<file path="config.mk">
export PLATFORM = sky130hd
export DESIGN_NAME = ppsc_special_command
export DESIGN_NICKNAME = d
export VERILOG_FILES = /design/src/ppsc_pkg.sv /design/src/ppsc_pulse.sv /design/src/ppsc_special_command.sv /design/src/ppsc_sync.sv
export SDC_FILE = /design/constraint.sdc
export NUM_CORES = 1
export LEC_CHECK = 0
export BUFFER_PORTS_ARGS = -buffer_cell sky130_fd_sc_hd__buf_2
export CORE_UTILIZATION = 40
export DETAILED_ROUTE_END_ITERATION = 10
export GPL_TIMING_DRIVEN = 0
export HOLD_SLACK_MARGIN = 0.05
export PLACE_DENSITY = 0.68
export SYNTH_ARGS = -nofsm -noshare
export SYNTH_HDL_FRONTEND = slang
export SYNTH_SLANG_ARGS = --single-unit
</file>
<file path="constraint.sdc">
create_clock -name sys_clk -period 2.85 [get_ports sys_clk]
set_clock_uncertainty 0.05 [all_clocks]
set_input_delay 0.57 -clock sys_clk [delete_from_list [all_inputs] [get_ports sys_clk]]
set_output_delay 0.57 -clock sys_clk [all_outputs]
set_load 0.02 [all_outputs]
</file>
<file path="src/ppsc_pkg.sv">
// Shared constants and types of the parallel port special-command unit
package ppsc_pkg;

   // Bus and register geometry
   localparam int unsigned ADDR_W = 6;
   localparam int unsigned DATA_W = 32;
   localparam int unsigned REG_W  = 8;
   localparam int unsigned CMD_W  = 5;

   // Register word indices; the byte address is four times the index
   localparam logic [ADDR_W-1:0] SPR_IDX   = 6'h26;
   localparam logic [ADDR_W-1:0] SCR_IDX   = 6'h2a;
   localparam logic [ADDR_W-1:0] STATE_IDX = 6'h30;

   // Field positions inside special_command
   localparam int unsigned B_REVREQ = 0;
   localparam int unsigned B_EPPIRQ = 1;
   localparam int unsigned B_PSET   = 2;
   localparam int unsigned B_PCLR   = 3;
   localparam int unsigned B_DBG    = 4;

   // Reset values
   localparam logic [REG_W-1:0] SCR_RESET = 8'h00;
   localparam logic [REG_W-1:0] SPR_RESET = 8'h00;

   // Short pulse lasts the programmed value plus this many clocks
   localparam int unsigned PULSE_PAD = 2;

   // Link mode reported by the negotiation engine
   typedef enum logic [2:0] {MODE_COMPAT, MODE_NIBBLE, MODE_BYTE, MODE_ECP, MODE_EPP} ppsc_mode_t;

   // Command bits, in register order from bit 4 down to bit 0
   typedef struct packed {
      logic debugMux;
      logic pauseClr;
      logic pauseSet;
      logic eppIrq;
      logic revReq;
   } ppsc_cmd_t;

   // Peripheral-driven handshake lines toward the host port
   typedef struct packed {
      logic busy;
      logic perClkN;
      logic periphReqN;
      logic dataAvN;
   } ppsc_link_t;

endpackage : ppsc_pkg

</file>
<file path="src/ppsc_pulse.sv">
// Short pulse timer: one start gives a pulse of the programmed length plus pad
`timescale 1ns/100ps
module ppsc_pulse
   import ppsc_pkg::*;
#(
   parameter int unsigned CNT_W = REG_W
)(
   // Clock and reset
   input  wire logic             sys_clk,
   input  wire logic             rst,
   // Control
   input  wire logic             start,
   input  wire logic [CNT_W-1:0] len,
   // Pulse
   output logic                  active
);

   logic             active_q;
   logic             active_d;
   logic [CNT_W:0]   cnt_q;
   logic [CNT_W:0]   cnt_d;

   // Load len+pad-1, then count down to zero; starts while busy are ignored
   always_comb
   begin
      active_d = active_q;
      cnt_d    = cnt_q;
      if (active_q)
      begin
         if (cnt_q == '0)
            active_d = 1'b0;
         else
            cnt_d = cnt_q - 1'b1;
      end
      else if (start)
      begin
         active_d = 1'b1;
         cnt_d    = {1'b0, len} + (CNT_W+1)'(PULSE_PAD - 1);
      end
   end

   // State registers
   always_ff @(posedge sys_clk or posedge rst)
   begin
      if (rst)
      begin
         active_q <= 1'b0;
         cnt_q    <= '0;
      end
      else
      begin
         active_q <= active_d;
         cnt_q    <= cnt_d;
      end
   end

   assign active = active_q;

endmodule : ppsc_pulse

</file>
<file path="src/ppsc_special_command.sv">
// Special-command unit: command register, channel control FSM and debug mux
//
// Operation
// - Command bits start matching 1284 handshakes
// - Bits 7:5 read zero, ignore writes
// - Debug bit puts FSM state on GPIO
// - Debug bit disables normal GPIO
// - Pause acts only in compatibility mode
// - Pause set holds until clear; both clear
// - Pause keeps BUSY high
// - EPP request bit runs interrupt pulse
// - EPP bit clears as pulse starts
// - Reverse request asks host to reverse
// - Nibble/byte: clears after negotiation completes
// - ECP: clears after reverse request low
// - ECP: drive peripheral request low
// - Armed request flags data available early
// - Short pulse lasts programmed value plus two
`timescale 1ns/100ps
module ppsc_special_command
   import ppsc_pkg::*;
#(
   parameter int unsigned GPIO_W = 8
)(
   // Clock and reset
   input  wire logic              sys_clk,
   input  wire logic              rst,
   // Avalon-MM slave
   input  wire logic [ADDR_W-1:0] avs_address,
   input  wire logic              avs_read,
   input  wire logic              avs_write,
   input  wire logic [DATA_W-1:0] avs_writedata,
   output logic      [DATA_W-1:0] avs_readdata,
   output logic                   avs_waitrequest,
   // Negotiation engine and compatibility datapath
   input  wire ppsc_mode_t        linkMode,
   input  wire logic              compatBusy,
   input  wire logic              negDone,
   input  wire logic              termCompat,
   input  wire logic              revNegSeen,
   // Parallel port pins
   input  wire logic              hostRevReqN,
   output ppsc_link_t             link,
   // General-purpose pins
   input  wire logic [GPIO_W-1:0] gpioSwOut,
   input  wire logic [GPIO_W-1:0] gpioSwOe,
   output logic      [GPIO_W-1:0] gpioOut,
   output logic      [GPIO_W-1:0] gpioOe
);

   // Room for the state code with at least one pad bit
   if (GPIO_W < 4)
   begin : g_bad_gpio
      $error("GPIO_W must be at least 4");
   end

   typedef enum logic [2:0] {ST_IDLE, ST_PAUSE, ST_EPP_INTR, ST_ECP_REQ, ST_REV_NEG} ppsc_state_t;

   // Debug encoding of the channel state
   function automatic logic [2:0] stateCode(input ppsc_state_t s);
      case (s)
         ST_IDLE:     stateCode = 3'h0;
         ST_PAUSE:    stateCode = 3'h1;
         ST_EPP_INTR: stateCode = 3'h2;
         ST_ECP_REQ:  stateCode = 3'h3;
         ST_REV_NEG:  stateCode = 3'h4;
         default:     stateCode = 3'h7;
      endcase
   endfunction : stateCode

   // Modes whose reversal goes through a negotiation
   function automatic logic isNegMode(input ppsc_mode_t m);
      isNegMode = (m == MODE_COMPAT) || (m == MODE_NIBBLE) || (m == MODE_BYTE);
   endfunction : isNegMode

   logic              ack_q;
   logic              ack_d;
   logic [DATA_W-1:0] rdata_q;
   logic [DATA_W-1:0] rdata_d;
   logic [REG_W-1:0]  spr_q;
   logic [REG_W-1:0]  spr_d;
   logic              wrScr;
   logic              wrSpr;
   ppsc_cmd_t         cmd_q;
   ppsc_cmd_t         cmd_d;
   ppsc_state_t       state_q;
   ppsc_state_t       state_d;
   logic              armed_q;
   logic              armed_d;
   logic              dataAv_q;
   logic              dataAv_d;
   logic              pulseStart;
   logic              pulseActive;
   logic              revReqLow;
   logic              hostRevReqSync;
   logic              busy_q;
   logic              periphReq_q;
   logic [GPIO_W-1:0] gpioOut_q;
   logic [GPIO_W-1:0] gpioOe_q;

   // Reverse request line from the host is asynchronous
   ppsc_sync #(.W(1), .RST_VAL(1'b1)) u_rev_sync (
      .sys_clk (sys_clk),
      .rst     (rst),
      .asyncIn (hostRevReqN),
      .syncOut (hostRevReqSync)
   );
   assign revReqLow = ~hostRevReqSync;

   ppsc_pulse #(.CNT_W(REG_W)) u_pulse (
      .sys_clk (sys_clk),
      .rst     (rst),
      .start   (pulseStart),
      .len     (spr_q),
      .active  (pulseActive)
   );

   // One wait cycle per access; the access completes on the second edge
   assign avs_waitrequest = (avs_read | avs_write) & ~ack_q;
   assign avs_readdata    = rdata_q;
   assign wrScr           = avs_write & ack_q & (avs_address == SCR_IDX);
   assign wrSpr           = avs_write & ack_q & (avs_address == SPR_IDX);

   // Bus slave: read data captured during the wait cycle
   always_comb
   begin
      ack_d   = (avs_read | avs_write) & ~ack_q;
      rdata_d = rdata_q;
      spr_d   = spr_q;
      if (wrSpr)
         spr_d = avs_writedata[REG_W-1:0];
      if (avs_read & ~ack_q)
      begin
         case (avs_address)
            SCR_IDX:   rdata_d = DATA_W'(cmd_q);
            SPR_IDX:   rdata_d = DATA_W'(spr_q);
            STATE_IDX: rdata_d = DATA_W'(stateCode(state_q));
            default:   rdata_d = '0;
         endcase
      end
   end

   always_ff @(posedge sys_clk or posedge rst)
   begin
      if (rst)
      begin
         ack_q   <= 1'b0;
         rdata_q <= '0;
         spr_q   <= SPR_RESET;
      end
      else
      begin
         ack_q   <= ack_d;
         rdata_q <= rdata_d;
         spr_q   <= spr_d;
      end
   end

   // Channel control: hardware clears first so a same-cycle write set wins
   always_comb
   begin
      cmd_d      = cmd_q;
      state_d    = state_q;
      armed_d    = armed_q;
      dataAv_d   = dataAv_q;
      pulseStart = 1'b0;
      // clearing the pause drops both bits
      if (cmd_q.pauseClr)
      begin
         cmd_d.pauseSet = 1'b0;
         cmd_d.pauseClr = 1'b0;
      end
      case (state_q)
         ST_IDLE:
         begin
            if (cmd_q.pauseSet && !cmd_q.pauseClr && linkMode == MODE_COMPAT)
               state_d = ST_PAUSE;
            else if (cmd_q.eppIrq && linkMode == MODE_EPP)
            begin
               pulseStart   = 1'b1;
               cmd_d.eppIrq = 1'b0;
               state_d      = ST_EPP_INTR;
            end
            else if (cmd_q.revReq && linkMode == MODE_ECP)
               state_d = ST_ECP_REQ;
            else if (cmd_q.revReq && isNegMode(linkMode))
               state_d = ST_REV_NEG;
         end
         ST_PAUSE:
         begin
            // a negotiation under pause completes the request
            if (cmd_q.revReq && negDone)
               cmd_d.revReq = 1'b0;
            if (!cmd_q.pauseSet || cmd_q.pauseClr || linkMode != MODE_COMPAT)
               state_d = ST_IDLE;
         end
         ST_EPP_INTR:
         begin
            if (!pulseActive)
               state_d = ST_IDLE;
         end
         ST_ECP_REQ:
         begin
            // complete once the host line is low
            if (revReqLow)
            begin
               cmd_d.revReq = 1'b0;
               state_d      = ST_IDLE;
            end
            else if (linkMode != MODE_ECP)
               state_d = ST_IDLE;
         end
         ST_REV_NEG:
         begin
            if (negDone)
            begin
               cmd_d.revReq = 1'b0;
               state_d      = ST_IDLE;
            end
            else if (!isNegMode(linkMode))
               state_d = ST_IDLE;
         end
         default: state_d = ST_IDLE;
      endcase
      // armed request shows data available on negotiation
      if (termCompat)
         armed_d = cmd_q.revReq;
      if (revNegSeen && armed_q && cmd_q.revReq)
      begin
         dataAv_d = 1'b1;
         armed_d  = 1'b0;
      end
      if (!cmd_d.revReq)
         dataAv_d = 1'b0;
      // writes only set command bits; debug bit is plain
      if (wrScr)
      begin
         cmd_d.revReq   = cmd_d.revReq   | avs_writedata[B_REVREQ];
         cmd_d.eppIrq   = cmd_d.eppIrq   | avs_writedata[B_EPPIRQ];
         cmd_d.pauseSet = cmd_d.pauseSet | avs_writedata[B_PSET];
         cmd_d.pauseClr = cmd_d.pauseClr | avs_writedata[B_PCLR];
         cmd_d.debugMux = avs_writedata[B_DBG];
      end
   end

   always_ff @(posedge sys_clk or posedge rst)
   begin
      if (rst)
      begin
         cmd_q    <= ppsc_cmd_t'(SCR_RESET[CMD_W-1:0]);
         state_q  <= ST_IDLE;
         armed_q  <= 1'b0;
         dataAv_q <= 1'b0;
      end
      else
      begin
         cmd_q    <= cmd_d;
         state_q  <= state_d;
         armed_q  <= armed_d;
         dataAv_q <= dataAv_d;
      end
   end

   // Pin drivers registered to keep glitches off the cable
   always_ff @(posedge sys_clk or posedge rst)
   begin
      if (rst)
      begin
         busy_q      <= 1'b0;
         periphReq_q <= 1'b0;
         gpioOut_q   <= '0;
         gpioOe_q    <= '0;
      end
      else
      begin
         busy_q      <= compatBusy | (cmd_q.pauseSet & (linkMode == MODE_COMPAT));
         periphReq_q <= (state_q == ST_ECP_REQ) | (cmd_q.revReq & (state_q == ST_REV_NEG))
                        | (cmd_q.revReq & (state_q == ST_PAUSE));
         // state onto GPIO; software GPIO lost meanwhile
         gpioOut_q   <= cmd_q.debugMux ? GPIO_W'(stateCode(state_q)) : gpioSwOut;
         gpioOe_q    <= cmd_q.debugMux ? '1 : gpioSwOe;
      end
   end

   // Intr follows the pulse flop directly so it starts with the bit clear
   assign link.busy       = busy_q;
   assign link.perClkN    = ~pulseActive;
   assign link.periphReqN = ~periphReq_q;
   assign link.dataAvN    = ~dataAv_q;
   assign gpioOut         = gpioOut_q;
   assign gpioOe          = gpioOe_q;

   // Helper: length of the current Intr pulse
   logic [REG_W+1:0] hiCnt_q;
   always_ff @(posedge sys_clk or posedge rst)
   begin
      if (rst)
         hiCnt_q <= '0;
      else
         hiCnt_q <= pulseActive ? hiCnt_q + 1'b1 : '0;
   end
endmodule : ppsc_special_command

</file>
<file path="src/ppsc_sync.sv">
// Two-flop synchroniser for levels arriving from the parallel port pins
`timescale 1ns/100ps
module ppsc_sync
   import ppsc_pkg::*;
#(
   parameter int unsigned     W       = 1,
   parameter logic [W-1:0]    RST_VAL = '1
)(
   // Clock and reset
   input  wire logic         sys_clk,
   input  wire logic         rst,
   // Level in and out
   input  wire logic [W-1:0] asyncIn,
   output logic      [W-1:0] syncOut
);

   logic [W-1:0] meta_q;
   logic [W-1:0] sync_q;

   // First stage feeds only the second stage
   always_ff @(posedge sys_clk or posedge rst)
   begin
      if (rst)
      begin
         meta_q <= RST_VAL;
         sync_q <= RST_VAL;
      end
      else
      begin
         meta_q <= asyncIn;
         sync_q <= meta_q;
      end
   end

   assign syncOut = sync_q;

endmodule : ppsc_sync

</file>
Word level (Yosys, flattened, before mapping)
Index checks and enable logic that the tools add are counted.
{"block": "word_totals", "input_bits": 66, "out_inout_bits": 53, "wordCells": 119, "ff_bits": 81}
{"block": "classes", "eq_ne": 19, "reduce_logical": 22, "addsub": 2, "bitwise_logic": 20, "n_mux": 37}
{"operator": "2-to-1 mux 3 bit", "n": 10}
{"operator": "case mux 3 bit (5 select lines)", "n": 2}
{"operator": "2-to-1 mux 9 bit", "n": 3}
{"operator": "case mux 8 bit (3 select lines)", "n": 1}
{"operator": "equality test 6 bit (second input constant)", "n": 3}
{"operator": "2-to-1 mux 1 bit", "n": 17}
{"operator": "2-to-1 mux 8 bit", "n": 2}
{"operator": "equality test 3 x 2 -> 1 bit (second input constant)", "n": 4}
{"operator": "adder 8 x 1 -> 9 bit (second input constant)", "n": 1}
{"operator": "logical NOT 9 bit", "n": 1}
{"operator": "subtractor 9 x 1 -> 9 bit (second input constant)", "n": 1}
{"operator": "AND 1 bit", "n": 8}
{"operator": "logical AND 1 bit", "n": 8}
{"operator": "bitwise OR 1 bit", "n": 7}
{"operator": "equality test 3 x 1 -> 1 bit (second input constant)", "n": 2}
{"operator": "equality test 3 bit (second input constant)", "n": 2}
{"operator": "logical NOT 3 bit", "n": 2}
{"operator": "inequality test 2 bit (second input constant)", "n": 3}
{"operator": "inequality test 3 bit (second input constant)", "n": 2}
{"operator": "inequality test 5 bit (second input constant)", "n": 1}
{"operator": "AND reduction 5 bit", "n": 1}
{"operator": "logical OR 1 bit", "n": 4}
{"operator": "2-to-1 mux 4 bit", "n": 1}
{"operator": "inverter 1 bit", "n": 4}
{"operator": "8 further kinds", "n": 10}

Logic depth before layout (Yosys ltp)
{"block": "depth", "word_depth": 9, "ltp_mapped": 8, "ltp_nobuf": 7}

Cells and area by module
Synthesis repeated with hierarchy kept, for this count alone.
{"block": "hier_totals", "cells_unflattened": 280, "hier_area_um2": 2895.3}
{"module": "ppsc_special_command", "area_per_inst_um2": 2109.5, "n_inst": 1, "seq_area_each_um2": 1126.1, "cells_each": 192}
{"module": "ppsc_pulse", "area_per_inst_um2": 729.4, "n_inst": 1, "seq_area_each_um2": 250.2, "cells_each": 85}
{"module": "ppsc_sync", "area_per_inst_um2": 56.3, "n_inst": 1, "seq_area_each_um2": 52.6, "cells_each": 3}

Least setup slack after synthesis
No wires, ideal clock.
{"block": "synth_path", "path_type": "reg2reg", "from": "register u_pulse.cnt_q[0]", "to": "register u_pulse.cnt_q[5]", "n_path_buf": 0, "t_required_ns": 2.674, "setup_ns": 0.126, "arrival_time_ns": 1.805, "stages_incl_launch_ff": 7, "synth_period_minus_slack_ns": 1.981, "setup_slack_ns": 0.869, "cell_sequence": "dfrtp_1 inv_1 ha_1 or4b_4 nor3_4 o31ai_1 a221o_1"}
{"block": "synth_via", "elab_chain_cells": 3, "word_cells_on_any_way": 6, "classes_between": "add/sub (1); eq/ne (1); mux (2); reduce/logical (2)"}
{"element": "start: declaration", "line_no": "ppsc_pulse.sv:20", "rtl": "logic [CNT_W:0] cnt_q;"}
{"element": "start signal: assignment", "line_no": "ppsc_pulse.sv:53", "rtl": "cnt_q <= cnt_d;"}
{"element": "subtractor 9 x 1 -> 9 bit / logical NOT 9 bit (equally long branches)", "line_no": "ppsc_pulse.sv:33, ppsc_pulse.sv:30"}
{"element": "2-to-1 mux 9 bit / inequality test 2 bit (equally long branches)"}
{"element": "2-to-1 mux 9 bit / AND reduction 2 bit (equally long branches)"}
Parallel ways exist; a longest one is shown, timed or not. The select of a mux whose other input is x is not followed.
A chain may end at the register's enable or synchronous reset.

Worst setup path in the final report
Same ends and word-level chain as after synthesis.

==> results.ini <==
[finish]
final_nets=450
syn2layout_area_growth_pct=26.4
num-fill-cells=695
insertedDiodeCount=0
final_layout_size_suffix_gt1_share_pct=36.4
fin_util_pct=52.8
stdcell_count=483

[drt]
drtPass1Iterations=4
drcViolationCount=0
drtIter0Drc=136
wl_um=6510
viasPerCell=4.86
ant_nets=0
wl_per_cell_um=13.5
num_vias=2346

[clock_tree]
postCtsResizedCells=0
cts_max_level=3
post_cts_buffers=0
cts_made_buffers=9
max-clock-path-buffers=2
cts.clk_slew.worst_paths_ps=60
root_buffer=clkbuf_8
cts_tree=done
numClockSinks=57
clock_latency_ps=330
ctsHoldBuffers=0

[worst_setup_path]
max_stage_delay_ps=530
path_cells=inv_1 -> ha_1 -> or4b_4 -> nor3_4 -> o31ai_1 -> a221o_1
required_ps=3020
crit_fanout=9
start_kind=flip-flop
crit_arrival_ps=2410
critPathSlowestCell=or4b_4
endpoint_kind=flip-flop
critPathKind=flip-flop to flip-flop

[place]
dpl.cell_count=467
io_buffer_count=70
dp.final_hpwl_um=4900
place_congestion=0.824

[global_routing]
grt_antenna_before_repair=0
grt_pass1_wl_um=10800
grt-ovfl-total=0
grt_max_degree=32
grt_pass1_vias=2284
track_usage_pct=19.1

[pwr]
powerDensity_nw_per_um2=605
peakVddDrop_uv=316
p_leak_nw=1.79

[yosys]
synthCells=277
ys_types=62
synth_seq_cells=57
synth_warnings=0
netlist_area_um2=2870
synth-edff-count=0
synth_flop_cell=dfrtp_1
ys_seq_area_share_pct=49.8
synthArstFlopShare_pct=100
avgSynthCellArea_um2=10.4

[min_path]
min_path_type=input port to asynchronous set/reset pin

[floorplan]
pin_count=119
die_h_um=86.7
chipWidth_um=86.7
rows=30
die_area_um2=7520
core_um2=6870
start_util_pct=41.8

[sta]
slew_viol_final=0
max_freq_mhz=446
post-route-period-util_pct=78.8
rsz0062_at_grt=false
worst_pin_slew_ps=698
fin_tns_setup_ps=0
finalSetupViolCount=0
relSlewSlack_pct=52.8
hold_viol=0
fin_crit_ps=2240

[flow_run]
cap_violations=0

[outcome]
status=complete, no violations

==> placed cells by master (no fill, tap or decap), types with 2 or more instances in the layout <==
| master | count |
|---|---|
| a21o_1 | 2 |
| nor2_1 | 14 |
| mux2_2 | 10 |
| conb_1 | 24 |
| dfrtp_1 | 55 |
| dfstp_2 | 2 |
| buf_4 | 26 |
| clkinv_2 | 3 |
| nand2_1 | 18 |
| nand4_1 | 2 |
| o31ai_1 | 4 |
| nor4b_1 | 2 |
| a22oi_1 | 2 |
| o21ai_0 | 18 |
| o311a_1 | 2 |
| or2_2 | 9 |
| and3_1 | 2 |
| o21a_1 | 2 |
| clkbuf_1 | 10 |
| xnor2_1 | 2 |
| nor2b_1 | 7 |
| inv_1 | 8 |
| nand3_1 | 11 |
| buf_2 | 72 |
| a2bb2oi_1 | 3 |
| or3_1 | 2 |
| a21oi_1 | 7 |
| clkbuf_8 | 9 |
| nor3_1 | 12 |
| a221o_1 | 3 |
| ha_1 | 2 |
| nand4bb_1 | 2 |
| xor2_1 | 2 |
| nor3b_1 | 3 |
| a22o_1 | 3 |
==> flip-flops by register name (all words and copies together), names as in the netlist, 3 cells and up <==
signal	count
u_pulse.cnt_q	9
avs_readdata	8
gpioOe	8
gpioOut	8
spr_q	8
cmd_q	5
state_q	3
==> cells by family after synthesis <==
| group | after synthesis | share of synthesized area, % |
|---|---|---|
| and+or+nand+nor | 99 | 20.1 |
| buffers and inverters | 47 | 9.98 |
| muxes | 11 | 4.27 |
| adders and majority gates | 2 | 0.871 |
| xor gates and xnor gates | 4 | 1.22 |
| DFF | 57 | 49.8 |
| AOI/OAI and AO/OA | 56 | 13.7 |
| other | 1 | 0.131 |
==> Yosys cell counts, types with 3 or more instances <==
cell	count	share of area [%]
a21oi_1	7	1.2
a221o_1	3	1.0
a22o_1	3	0.92
a2bb2oi_1	3	0.92
buf_4	26	6.8
clkbuf_1	7	0.92
dfrtp_1	55	48
inv_1	9	1.2
mux2_2	10	3.9
nand2_1	18	2.4
nand3_1	11	1.9
nor2_1	14	1.8
nor2b_1	7	1.5
nor3_1	12	2.1
nor3b_1	3	0.78
o21ai_0	18	3.1
o31ai_1	4	1.0
or2_2	9	2.0
==> final cells by class <==
cell class	instances	area, um^2	share of cell area, %
plain buffers	36	243	6.69
clock buffers	12	135	3.72
clock inverters	4	45.0	1.24
inverters	11	43.8	1.21
multi-input cells	196	1240	34.2
flip-flops and latches	57	1430	39.4
well taps	96	120	3.31
repair buffers	71	370	10.2
==> critical path, delay by kind of cell, from the launching register on <==
kind            cells  cell delay (ps)
simple gates        2              920
compound gates      2              450
flops               1              420
fa+ha+maj           1              210
buf+inv             1               80
==> final timing paths <==
kind,from,end,slack [ps],cells after the start
max,u_pulse.cnt_q[0]$_DFFE_PP0P_,u_pulse.cnt_q[5]$_DFFE_PP0P_,610,6
min,rst,gpioOut[5]$_DFF_PP0_,240,2
max reg2reg,u_pulse.cnt_q[0]$_DFFE_PP0P_,u_pulse.cnt_q[5]$_DFFE_PP0P_,610,6
min reg2reg,u_rev_sync.meta_q$_DFF_PP1_,u_rev_sync.syncOut$_DFF_PP1_,310,0
max in group asynchronous,rst,avs_readdata[1]$_DFFE_PP0P_,1940,3
min in group sys_clk,hostRevReqN,u_rev_sync.meta_q$_DFF_PP1_,280,1
==> layer usage <==
metal  GRT usage [%]  vias to the layer above  wire length (um)
met3            7.81                        8               449
met5               0                        -                 0
met4            7.12                        0               106
li1                -                     1149                 -
met2            30.7                       80              3090
met1            23.0                     1109              2870
==> power by group <==
part           internal [W]  switching (W)  leakage [nW]  total, W
clock network      0.000400       0.000311        0.0941  0.000711
registers          0.000904      0.0000961         0.726   0.00100
logic              0.000214       0.000270         0.970  0.000484
==> stage by stage <==
stage	setup slack (ps)	area, um^2	hold WS, ps	power (W)
after floorplan	834	2960	295	0.00135
after global routing	528	3630	264	0.00232
after detailed placement	594	3450	297	0.00150
final	606	3630	242	0.00220
after global placement	98.2	3430	296	0.00147
after CTS	628	3630	259	0.00221
No activity file was read; power rests on OpenSTA's default activity.
